## src/flash_map_regs.vh

```
// constants for the flash address map and protection decode
`ifndef FLASH_MAP_REGS_VH
`define FLASH_MAP_REGS_VH
`define FLASH_LOW_START     16'h4000
`define FLASH_HIGH_END      16'hffff
`define WIN_MID_START       16'h8000
`define WIN_MID_END         16'hbfff
`define WIN_TOP_START       16'hc000
`define PAGE_FIXED_LOW      8'h3e
`define PAGE_FIXED_TOP      8'h3f
`define PAGE_BLOCK1_FIRST   8'h30
`define PAGE_BLOCK0_FIRST   8'h38
`define PAGE_FLASH_HI_NIB   4'h3
`define PAGE_NEXT_TO_LAST   3'h6
`define PAGE_LAST           3'h7
`define PAGE_SPAN           15'h4000
`define LOWER_UNIT          15'h0400
`define HIGHER_UNIT         15'h0800
`define PROT_OPEN_BIT       7
`define PROT_REST_BIT       6
`define PROT_HIGH_BIT       5
`define PROT_HSIZE_MSB      4
`define PROT_HSIZE_LSB      3
`define PROT_LOW_BIT        2
`define PROT_LSIZE_MSB      1
`define PROT_LSIZE_LSB      0
`define CFG_BASE            17'h1ff00
`define CFG_ROW             13'h1ff0
`define CFG_KEY_LAST        4'h7
`define CFG_RSV_LAST        4'hb
`define CFG_PROT_BLOCK1     4'hc
`define CFG_PROT_BLOCK0     4'hd
`define CFG_OPTION          4'he
`define CFG_SECURITY        4'hf
`define FIELD_NONE          3'h0
`define FIELD_KEY           3'h1
`define FIELD_RSV           3'h2
`define FIELD_PROT1         3'h3
`define FIELD_PROT0         3'h4
`define FIELD_OPTION        3'h5
`define FIELD_SECURITY      3'h6
`define REG_BANKED_FIRST    4'h4
`define REG_BANKED_LAST     4'hb
`define SECTOR_MSB          16
`define SECTOR_LSB          10
`endif

```

## src/flash_address_map_protect.v

```verilog
// address map, protection region and register bank decode for the flash
`timescale 1ns/10ps
`include "flash_map_regs.vh"
module flash_address_map_protect (
  input  wire        clock,
  input  wire        rstn,
  input  wire        accessValid,
  input  wire [15:0] cpuAddr,
  input  wire [7:0]  pageSelect,
  input  wire [7:0]  protectBlock0,
  input  wire [7:0]  protectBlock1,
  input  wire        regAccess,
  input  wire [3:0]  regOffset,
  input  wire        bankSelectBit,
  output reg         flashHit_reg,
  output reg         blockSel_reg,
  output reg  [16:0] blockAddr_reg,
  output reg  [6:0]  sectorIndex_reg,
  output reg         inLower_reg,
  output reg         inHigher_reg,
  output reg         inRest_reg,
  output reg         writeAllowed_reg,
  output reg  [2:0]  cfgField_reg,
  output reg         regBanked_reg,
  output reg         regBank_reg,
  output reg         regCommon_reg
);

  // effective physical page for a logical address; bit 8 flags a miss
  function [8:0] effPage;
    input [15:0] a;
    input [7:0]  p;
    begin
      if (a < `FLASH_LOW_START)
        effPage = 9'h100;
      else if (a < `WIN_MID_START)
        effPage = {1'b0, `PAGE_FIXED_LOW};
      else if (a <= `WIN_MID_END) begin
        if (p[7:4] == `PAGE_FLASH_HI_NIB)
          effPage = {1'b0, p};
        else
          effPage = 9'h100;
      end else
        effPage = {1'b0, `PAGE_FIXED_TOP};
    end
  endfunction

  // region size in bytes for a 2-bit size code
  function [14:0] regionBytes;
    input [14:0] unit;
    input [1:0]  code;
    begin
      regionBytes = unit << code;
    end
  endfunction

  reg  [8:0]  page;
  reg         hit;
  reg         blk;
  reg  [16:0] bAddr;
  reg  [7:0]  prot;
  reg  [14:0] offs;
  reg         lower;
  reg         higher;
  reg         rest;
  reg         protectedHit;
  reg  [2:0]  field;
  reg         banked;

  always @* begin
    page = effPage(cpuAddr, pageSelect);
    hit = accessValid && !page[8] && (cpuAddr >= `FLASH_LOW_START);
    // block 1 for pages below 0x38, block 0 from 0x38 upward
    blk = (page[7:0] < `PAGE_BLOCK0_FIRST);
    bAddr = {page[2:0], cpuAddr[13:0]};
    prot = blk ? protectBlock1 : protectBlock0;
    offs = {1'b0, cpuAddr[13:0]};
    lower = (bAddr[16:14] == `PAGE_NEXT_TO_LAST) &&
            (offs < regionBytes(`LOWER_UNIT,
                                prot[`PROT_LSIZE_MSB:`PROT_LSIZE_LSB]));
    higher = (bAddr[16:14] == `PAGE_LAST) &&
             (offs >= (`PAGE_SPAN - regionBytes(`HIGHER_UNIT,
                       prot[`PROT_HSIZE_MSB:`PROT_HSIZE_LSB])));
    rest = !lower && !higher;
    // open bit low locks the whole block, regions ignored
    if (!prot[`PROT_OPEN_BIT])
      protectedHit = 1'b1;
    else if (lower)
      protectedHit = prot[`PROT_LOW_BIT];
    else if (higher)
      protectedHit = prot[`PROT_HIGH_BIT];
    else
      protectedHit = prot[`PROT_REST_BIT];
    field = `FIELD_NONE;
    // a literal cannot be part-selected, so the row has its own constant
    if (hit && !blk && (bAddr[16:4] == `CFG_ROW)) begin
      if (bAddr[3:0] <= `CFG_KEY_LAST)
        field = `FIELD_KEY;
      else if (bAddr[3:0] <= `CFG_RSV_LAST)
        field = `FIELD_RSV;
      else if (bAddr[3:0] == `CFG_PROT_BLOCK1)
        field = `FIELD_PROT1;
      else if (bAddr[3:0] == `CFG_PROT_BLOCK0)
        field = `FIELD_PROT0;
      else if (bAddr[3:0] == `CFG_OPTION)
        field = `FIELD_OPTION;
      else
        field = `FIELD_SECURITY;
    end
    banked = (regOffset >= `REG_BANKED_FIRST) &&
             (regOffset <= `REG_BANKED_LAST);
  end

  // outputs registered, so decode lands one clock after the request
  always @(posedge clock or negedge rstn) begin
    if (!rstn) begin
      flashHit_reg     <= 1'b0;
      blockSel_reg     <= 1'b0;
      blockAddr_reg    <= 17'h00000;
      sectorIndex_reg  <= 7'h00;
      inLower_reg      <= 1'b0;
      inHigher_reg     <= 1'b0;
      inRest_reg       <= 1'b0;
      writeAllowed_reg <= 1'b0;
      cfgField_reg     <= `FIELD_NONE;
      regBanked_reg    <= 1'b0;
      regBank_reg      <= 1'b0;
      regCommon_reg    <= 1'b0;
    end else begin
      flashHit_reg     <= hit;
      // misses clear the detail outputs so stale data never looks valid
      blockSel_reg     <= hit & blk;
      blockAddr_reg    <= hit ? bAddr : 17'h00000;
      sectorIndex_reg  <= hit ? bAddr[`SECTOR_MSB:`SECTOR_LSB] : 7'h00;
      inLower_reg      <= hit & lower;
      inHigher_reg     <= hit & higher;
      inRest_reg       <= hit & rest;
      writeAllowed_reg <= hit & !protectedHit;
      cfgField_reg     <= field;
      regBanked_reg    <= regAccess & banked;
      regBank_reg      <= regAccess & banked & bankSelectBit;
      regCommon_reg    <= regAccess & !banked;
    end
  end

endmodule

```

## config.mk

```make
export PLATFORM = sky130hd
export DESIGN_NAME = flash_address_map_protect
export DESIGN_NICKNAME = d
export VERILOG_FILES = /design/src/flash_address_map_protect.v
export VERILOG_INCLUDE_DIRS = /design/src
export SDC_FILE = /design/constraint.sdc
export NUM_CORES = 1
export LEC_CHECK = 0
export ABC_AREA = 1
export BUFFER_PORTS_ARGS = -buffer_cell sky130_fd_sc_hd__buf_2
export CAP_MARGIN = 20
export CORE_UTILIZATION = 48
export DETAILED_ROUTE_END_ITERATION = 6
export GPL_TIMING_DRIVEN = 0
export MAX_ROUTING_LAYER = met4
export PLACE_DENSITY = 0.86
export SLEW_MARGIN = 30
export SYNTH_ARGS = -nofsm -noshare
export SYNTH_HDL_FRONTEND = slang
export SYNTH_SLANG_ARGS = --single-unit
```

## constraint.sdc

```tcl
create_clock -name clock -period 1.25 [get_ports clock]
set_input_delay 0.0625 -clock clock [delete_from_list [all_inputs] [get_ports clock]]
set_output_delay 0.0625 -clock clock [all_outputs]
set_load 0.03 [all_outputs]
```

# Yosys cells after proc, flatten, opt, wreduce, memory -nomap -nowiden
# Cells that the tools add are included.
[op_classes]
add_sub_neg = 1
order_cmp = 11
n_eq_ne = 7
n_shift = 2
n_mux = 16
n_bitwise = 8
n_reduce_logical = 14
[ops]
columns = ["operator", "n"]
rows = [
  ["two-way mux 9 bit", 4],
  ["two-way mux 17 bit", 1],
  ["greater-or-equal comparator 16 x 15 -> 1 bit, second input constant", 1],
  ["less-or-equal comparator 16 bit, second input constant", 1],
  ["< comparator 16 x 15 -> 1 bit, second input constant", 1],
  ["< comparator 16 bit, second input constant", 1],
  ["greater-or-equal comparator 14 x 15 -> 1 bit", 1],
  ["< comparator 14 x 15 -> 1 bit", 1],
  ["<< shifter 11 x 2 -> 15 bit, first input constant", 1],
  ["<< shifter 12 x 2 -> 15 bit, first input constant", 1],
  ["subtractor 15 bit, first input constant", 1],
  ["equality test 13 bit, second input constant", 1],
  ["equality test 4 bit, second input constant", 3],
  ["two-way mux 3 bit", 4],
  ["bitwise AND 1 bit", 8],
  ["less-or-equal comparator 4 bit, second input constant", 2],
  ["logical AND 1 bit", 8],
  ["< comparator 8 x 6 -> 1 bit, second input constant", 1],
  ["two-way mux 8 bit", 1],
  ["two-way mux 7 bit", 1],
  ["equality test 3 bit, second input constant", 2],
  ["zero test 1 bit", 6],
  ["equality test 4 x 2 -> 1 bit, second input constant", 1],
  ["greater-or-equal comparator 4 x 3 -> 1 bit, second input constant", 1],
  ["other kinds (3)", 6],
]
[word_totals]
ff_bits = 36
input_bits = 49
output_inout_bits = 36
word_cells = 71

# Logic depth before layout (Yosys ltp)
[depth]
word_depth = 16
depth_mapped = 21
ltp_nobuf = 20

# Worst setup path after synthesis
# Ideal clock, no wire load.
[synth_path]
path_kind = "input port to flip-flop"
start = "input port cpuAddr[14]"
end = "register writeAllowed_reg"
setup_ns = 0.063
arrival_ns = 1.799
required_time_ns = 1.187
slack_ns = -0.611
path_stages = 15
n_path_buf = 2
path_cell_list = "or2_0 buf_6 nand2_4 buf_12 mux2i_1 nand2_1 ha_1 o21a_1 o21ai_0 nand2_1 nand2_1 nand2_1 nand3_1 nand2_1 inv_1"
[synth_via]
elab_chain_cells = 15
word_cells_on_any_way = 26
classes_between = "add/sub (1); order compare (7); eq/ne (2); shift (2); mux (7); bitwise (1); reduce/logical (6)"
[synth_lines]
columns = ["item", "line_no", "source"]
rows = [
  ["start: declaration", "flash_address_map_protect.v:8", "input wire [15:0] cpuAddr,"],
  ["less-or-equal comparator 16 bit (no source line)", "--", ""],
  ["two-way mux 9 bit", "flash_address_map_protect.v:38", "else if (a <= `WIN_MID_END) begin"],
  ["two-way mux 9 bit", "flash_address_map_protect.v:36", "else if (a < `WIN_MID_START)"],
  ["two-way mux 9 bit", "flash_address_map_protect.v:34", "if (a < `FLASH_LOW_START)"],
  ["< comparator 8 x 6 -> 1 bit (no source line)", "--", ""],
  ["two-way mux 8 bit", "flash_address_map_protect.v:76", "prot = blk ? protectBlock1 : protectBlock0;"],
  ["<< shifter 12 x 2 -> 15 bit", "flash_address_map_protect.v:53", "regionBytes = unit << code;"],
  ["subtractor 15 bit (no source line)", "--", ""],
  ["greater-or-equal comparator 14 x 15 -> 1 bit", "flash_address_map_protect.v:82", "(offs >= (`PAGE_SPAN - regionBytes(`HIGHER_UNIT,"],
  ["logical AND 1 bit", "flash_address_map_protect.v:81", "higher = (bAddr[16:14] == `PAGE_LAST) &&"],
  ["two-way mux 1 bit", "flash_address_map_protect.v:90", "else if (higher)"],
  ["two-way mux 1 bit", "flash_address_map_protect.v:88", "else if (lower)"],
  ["two-way mux 1 bit", "flash_address_map_protect.v:86", "if (!prot[`PROT_OPEN_BIT])"],
  ["zero test 1 bit", "flash_address_map_protect.v:138", "writeAllowed_reg <= hit & !protectedHit;"],
  ["bitwise AND 1 bit (*)", "flash_address_map_protect.v:138", ""],
  ["end signal: assignment", "flash_address_map_protect.v:138", ""],
  ["end: declaration", "flash_address_map_protect.v:22", "output reg writeAllowed_reg,"],
]
# Every way passes the cells marked *; elsewhere a longest branch is shown, timed or not.

# Worst setup path in the final report
[layout_path]
start = "input port pageSelect[3]"
end = "register writeAllowed_reg"
[layout_via]
elab_chain_cells = 15
word_cells_on_any_way = 18
classes_between = "add/sub (1); order compare (3); shift (2); mux (8); bitwise (1); reduce/logical (3)"
[layout_lines]
columns = ["item", "line_no", "source"]
rows = [
  ["start: declaration", "flash_address_map_protect.v:9", "input wire [7:0] pageSelect,"],
  ["two-way mux 9 bit (*)", "flash_address_map_protect.v:39", "if (p[7:4] == `PAGE_FLASH_HI_NIB)"],
  ["two-way mux 9 bit (*)", "flash_address_map_protect.v:38", ""],
  ["two-way mux 9 bit (*)", "flash_address_map_protect.v:36", ""],
  ["two-way mux 9 bit (*)", "flash_address_map_protect.v:34", ""],
  ["< comparator 8 x 6 -> 1 bit (no source line) (*)", "--", ""],
  ["two-way mux 8 bit (*)", "flash_address_map_protect.v:76", ""],
  ["<< shifter 12 x 2 -> 15 bit", "flash_address_map_protect.v:53", ""],
  ["subtractor 15 bit (no source line)", "--", ""],
  ["greater-or-equal comparator 14 x 15 -> 1 bit", "flash_address_map_protect.v:82", ""],
  ["logical AND 1 bit", "flash_address_map_protect.v:81", ""],
  ["two-way mux 1 bit", "flash_address_map_protect.v:90", ""],
  ["two-way mux 1 bit", "flash_address_map_protect.v:88", ""],
  ["two-way mux 1 bit (*)", "flash_address_map_protect.v:86", ""],
  ["zero test 1 bit (*)", "flash_address_map_protect.v:138", ""],
  ["bitwise AND 1 bit (*)", "flash_address_map_protect.v:138", ""],
]
# Marks and branches as above.

==> flow_summary.toml <==
[run_status]
status = "complete, but fails checks"
violations = "setup timing"

[cts]
cts_tree = "yes"
clockBufferDepth = 2
h-tree-depth = 2
cts_sinks = 29
numCtsBuffers = 5
path_clk_slew_ps = 80
root_buffer = "clkbuf_4"

[synthesis]
synth_top_family_by_area = "simple AND/OR/NAND/NOR gates"
synth-simple-area-share_pct = 26.2
synth_area_leaders = "dfrtp_1 46%, inv_1 9.6%, nand2_1 7.7%"
ys_seq_area_share_pct = 46.3
synth_compound_area_share_pct = 4.95
ys_seq_elements = 29
synth_adder_area_share_pct = 5.59
yosysTopAreaCell = "dfrtp_1"
netlist_area_um2 = 1570
muxShareOfSynthArea_pct = 0.639
synth_ff_type = "dfrtp_1"
yosys-top-cells-count = "40 x inv_1, 32 x nand2_1, 30 x nor2_1"
synth_most_common_cell = "inv_1"
synth_xor_area_share_pct = 0.559
syn-instance-count = 188
synth_fp_nets = 244
yosys.area.top_type_share_pct = 46.3
async_flop_share_pct = 100
netlist-cell-type-count = 30
ys_warn_count = 0
avgSynthCellArea_um2 = 8.33
synth_enable_flop_cells = 0

[grt]
grt-ovfl-total = 0
grt_first_pass_wirelength_um = 6010
grt_max_degree = 30
gr-usage-all-layers_pct = 24.5
grt_pass1_vias = 1476
antenna_found_initial = 0

[worst_setup_path]
slowest_delay_ps = 290
worstPathRequired_ps = 1460
worstPathCellList = "buf_2, or2_0, buf_6, nand2_8, buf_8, nand2_4, o21ai_4, nand2_1, ha_1, o21ai_1, nand2_1, nand2_1, nand2_1, nand2_2, nand3_2, nand2_1, inv_1, nand2_1, inv_1"
cp_max_fo = 7
path_class = "input port to flop"
cpMostUsedCell = "nand2_1"
crit_arrival_ps = 1850
slowest_stage = "ha_1"
critPathLaunchType = "input port"
worstSetupEndpointType = "flop"

[job]
maxCapViolations = 0

[timing]
rsz0062_at_grt = "true"
finalMaxSlewViolations = 0
slew_headroom_pct = 59.9
period_share_pct = 131
period_minus_slack_ps = 1640
setup_ws_ps = -389
holdWs_ps = 26.0
hold_viol = 0
fmax_mhz = 610
tightestPinTransition_ps = 601
setup_violations = 4

[final_layout]
fin_util_pct = 78.3
nets = 362
diodes = 0
multi_input_area_um2 = 644
largest_register_ff_count = 11
synthToLayoutAreaGrowth_pct = 53.8
seq_area_um2 = 726
fill_cells = 218
drive_above_1_share_pct = 42.7

[power_and_ir_drop]
p_total_mw = 2.11
ir_worst_vdd_mv = 0.444
p_leak_nw = 1.48
power-per-cell-area_nw_per_um2 = 875

[routing]
routedWlPerCell_um = 10.8
drc = 0
drt-total-wl_um = 3810
avgViaCountPerCell = 4.49
num_vias = 1575
dr.first_iter.drc_count = 28
ant_nets = 0
dr.pass1.iters = 4

[floorplan]
core_area_um2 = 3080
die_w_um = 59.1
initial_utilization_pct = 50.9
die_h_um = 59.1
fp-row-count = 20
io_pins = 85
die-area_um2 = 3500

[hold_path]
whs_path_depth = 3
hold_path.class = "input port to flop"

[placed_design]
gp_congestion = 0.821
portBuffers = 82
hpwl_um = 2470
area by class of cell:
| cell class | count | area share, % |
|---|---|---|
| Inverter | 41 | 6.39 |
| Buffer | 10 | 3.01 |
| Clock buffer | 8 | 2.03 |
| Timing Repair Buffer | 112 | 29.4 |
| Multi-Input combinational cell | 107 | 26.8 |
| Sequential cell | 29 | 30.1 |
| Tap cell | 44 | 2.29 |
cells by family (layout without fill, tap and decap cells):
group           count (synthesis)  count (layout)
compound gates                 11              11
xor+xnor                        1               1
flops                          29              29
fa+ha+maj                       7               7
mux                             1               1
simple gates                   87              87
buf+inv                        52             171
layer usage:
metal / part of all wire [%] / track usage (%) / vias to the layer above
met2: 57 / 46.6 / 58
met1: 38 / 23.2 / 715
met4: 1.1 / 10.9 / 0
met5: 0 / - / -
met3: 3.8 / 5.68 / 6
li1: - / - / 796
stage by stage:
stage	setup WS (ps)	setup TNS (ps)	cell area, um^2	std cells
after global placement	-813	-2870	2030	314
after global routing	-491	-1590	2410	351
after floorplan	-564	-1890	1570	188
after CTS	-448	-1450	2360	349
final	-389	-1280	2410	351
after detailed placement	-822	-2950	2030	314
cells in the final DEF, fill, tap and decap left out:
| cell | synthesis | routed |
|---|---|---|
| buf_2 | 1 | 81 |
| inv_1 | 40 | 38 |
| nor2_1 | 30 | 29 |
| dfrtp_1 | 29 | 29 |
| nand2_1 | 32 | 28 |
| buf_4 | 7 | 18 |
| dlygate4sd3_1 | 0 | 18 |
| nand3_1 | 11 | 10 |
| ha_1 | 7 | 7 |
| nand2_2 | 3 | 6 |
| clkbuf_4 | 0 | 5 |
| clkbuf_1 | 1 | 4 |
| inv_2 | 1 | 3 |
| buf_8 | 0 | 3 |
| nor2_2 | 1 | 2 |
| nand3_2 | 1 | 2 |
| nand2_4 | 2 | 2 |
| o21ai_4 | 0 | 2 |
| a21oi_1 | 2 | 2 |
| nand4_1 | 2 | 2 |
| o21ai_1 | 0 | 2 |
| or2_0 | 1 | 1 |
| buf_6 | 1 | 1 |
| nand2_8 | 0 | 1 |
| or2_2 | 1 | 1 |
| o211ai_1 | 1 | 1 |
| o21ai_0 | 3 | 1 |
| nor4_4 | 1 | 1 |
| nor2_4 | 1 | 1 |
| o21ai_2 | 3 | 1 |
| mux2i_2 | 0 | 1 |
| o21a_1 | 1 | 1 |
| o2111a_1 | 1 | 1 |
| xnor2_1 | 1 | 1 |
| nor3b_1 | 1 | 1 |
final timing paths:
check | to | startpoint | slack (ps)
hold / removal | blockAddr_reg[16] | pageSelect[2] | 30
min in group asynchronous | blockAddr_reg[8] | rstn | 300
setup / recovery | writeAllowed_reg | pageSelect[3] | -390
max in group asynchronous | blockAddr_reg[0] | rstn | 550
power by group:
group          switching (mW)  internal [mW]
Combinational           0.356          0.269
Clock                   0.273          0.224
Sequential             0.0113          0.974
Total                   0.641           1.47
critical path, delay by kind of cell:
kind / cells / cell delay, ps
simple gates: 11 / 880
fa+ha+maj: 1 / 290
compound gates: 2 / 190
buf+inv: 5 / 410
what timing repair did:
item | in CTS | in global routing
setup endpoints to repair | 4 | 7
hold buffers | 18 | 0
hold endpoints to repair | 47 | 0
gates resized for setup | 9 | 12
pin swaps | 14 | 23
buffers inserted | 9 | 4
Power figures use the tool's default switching activity.
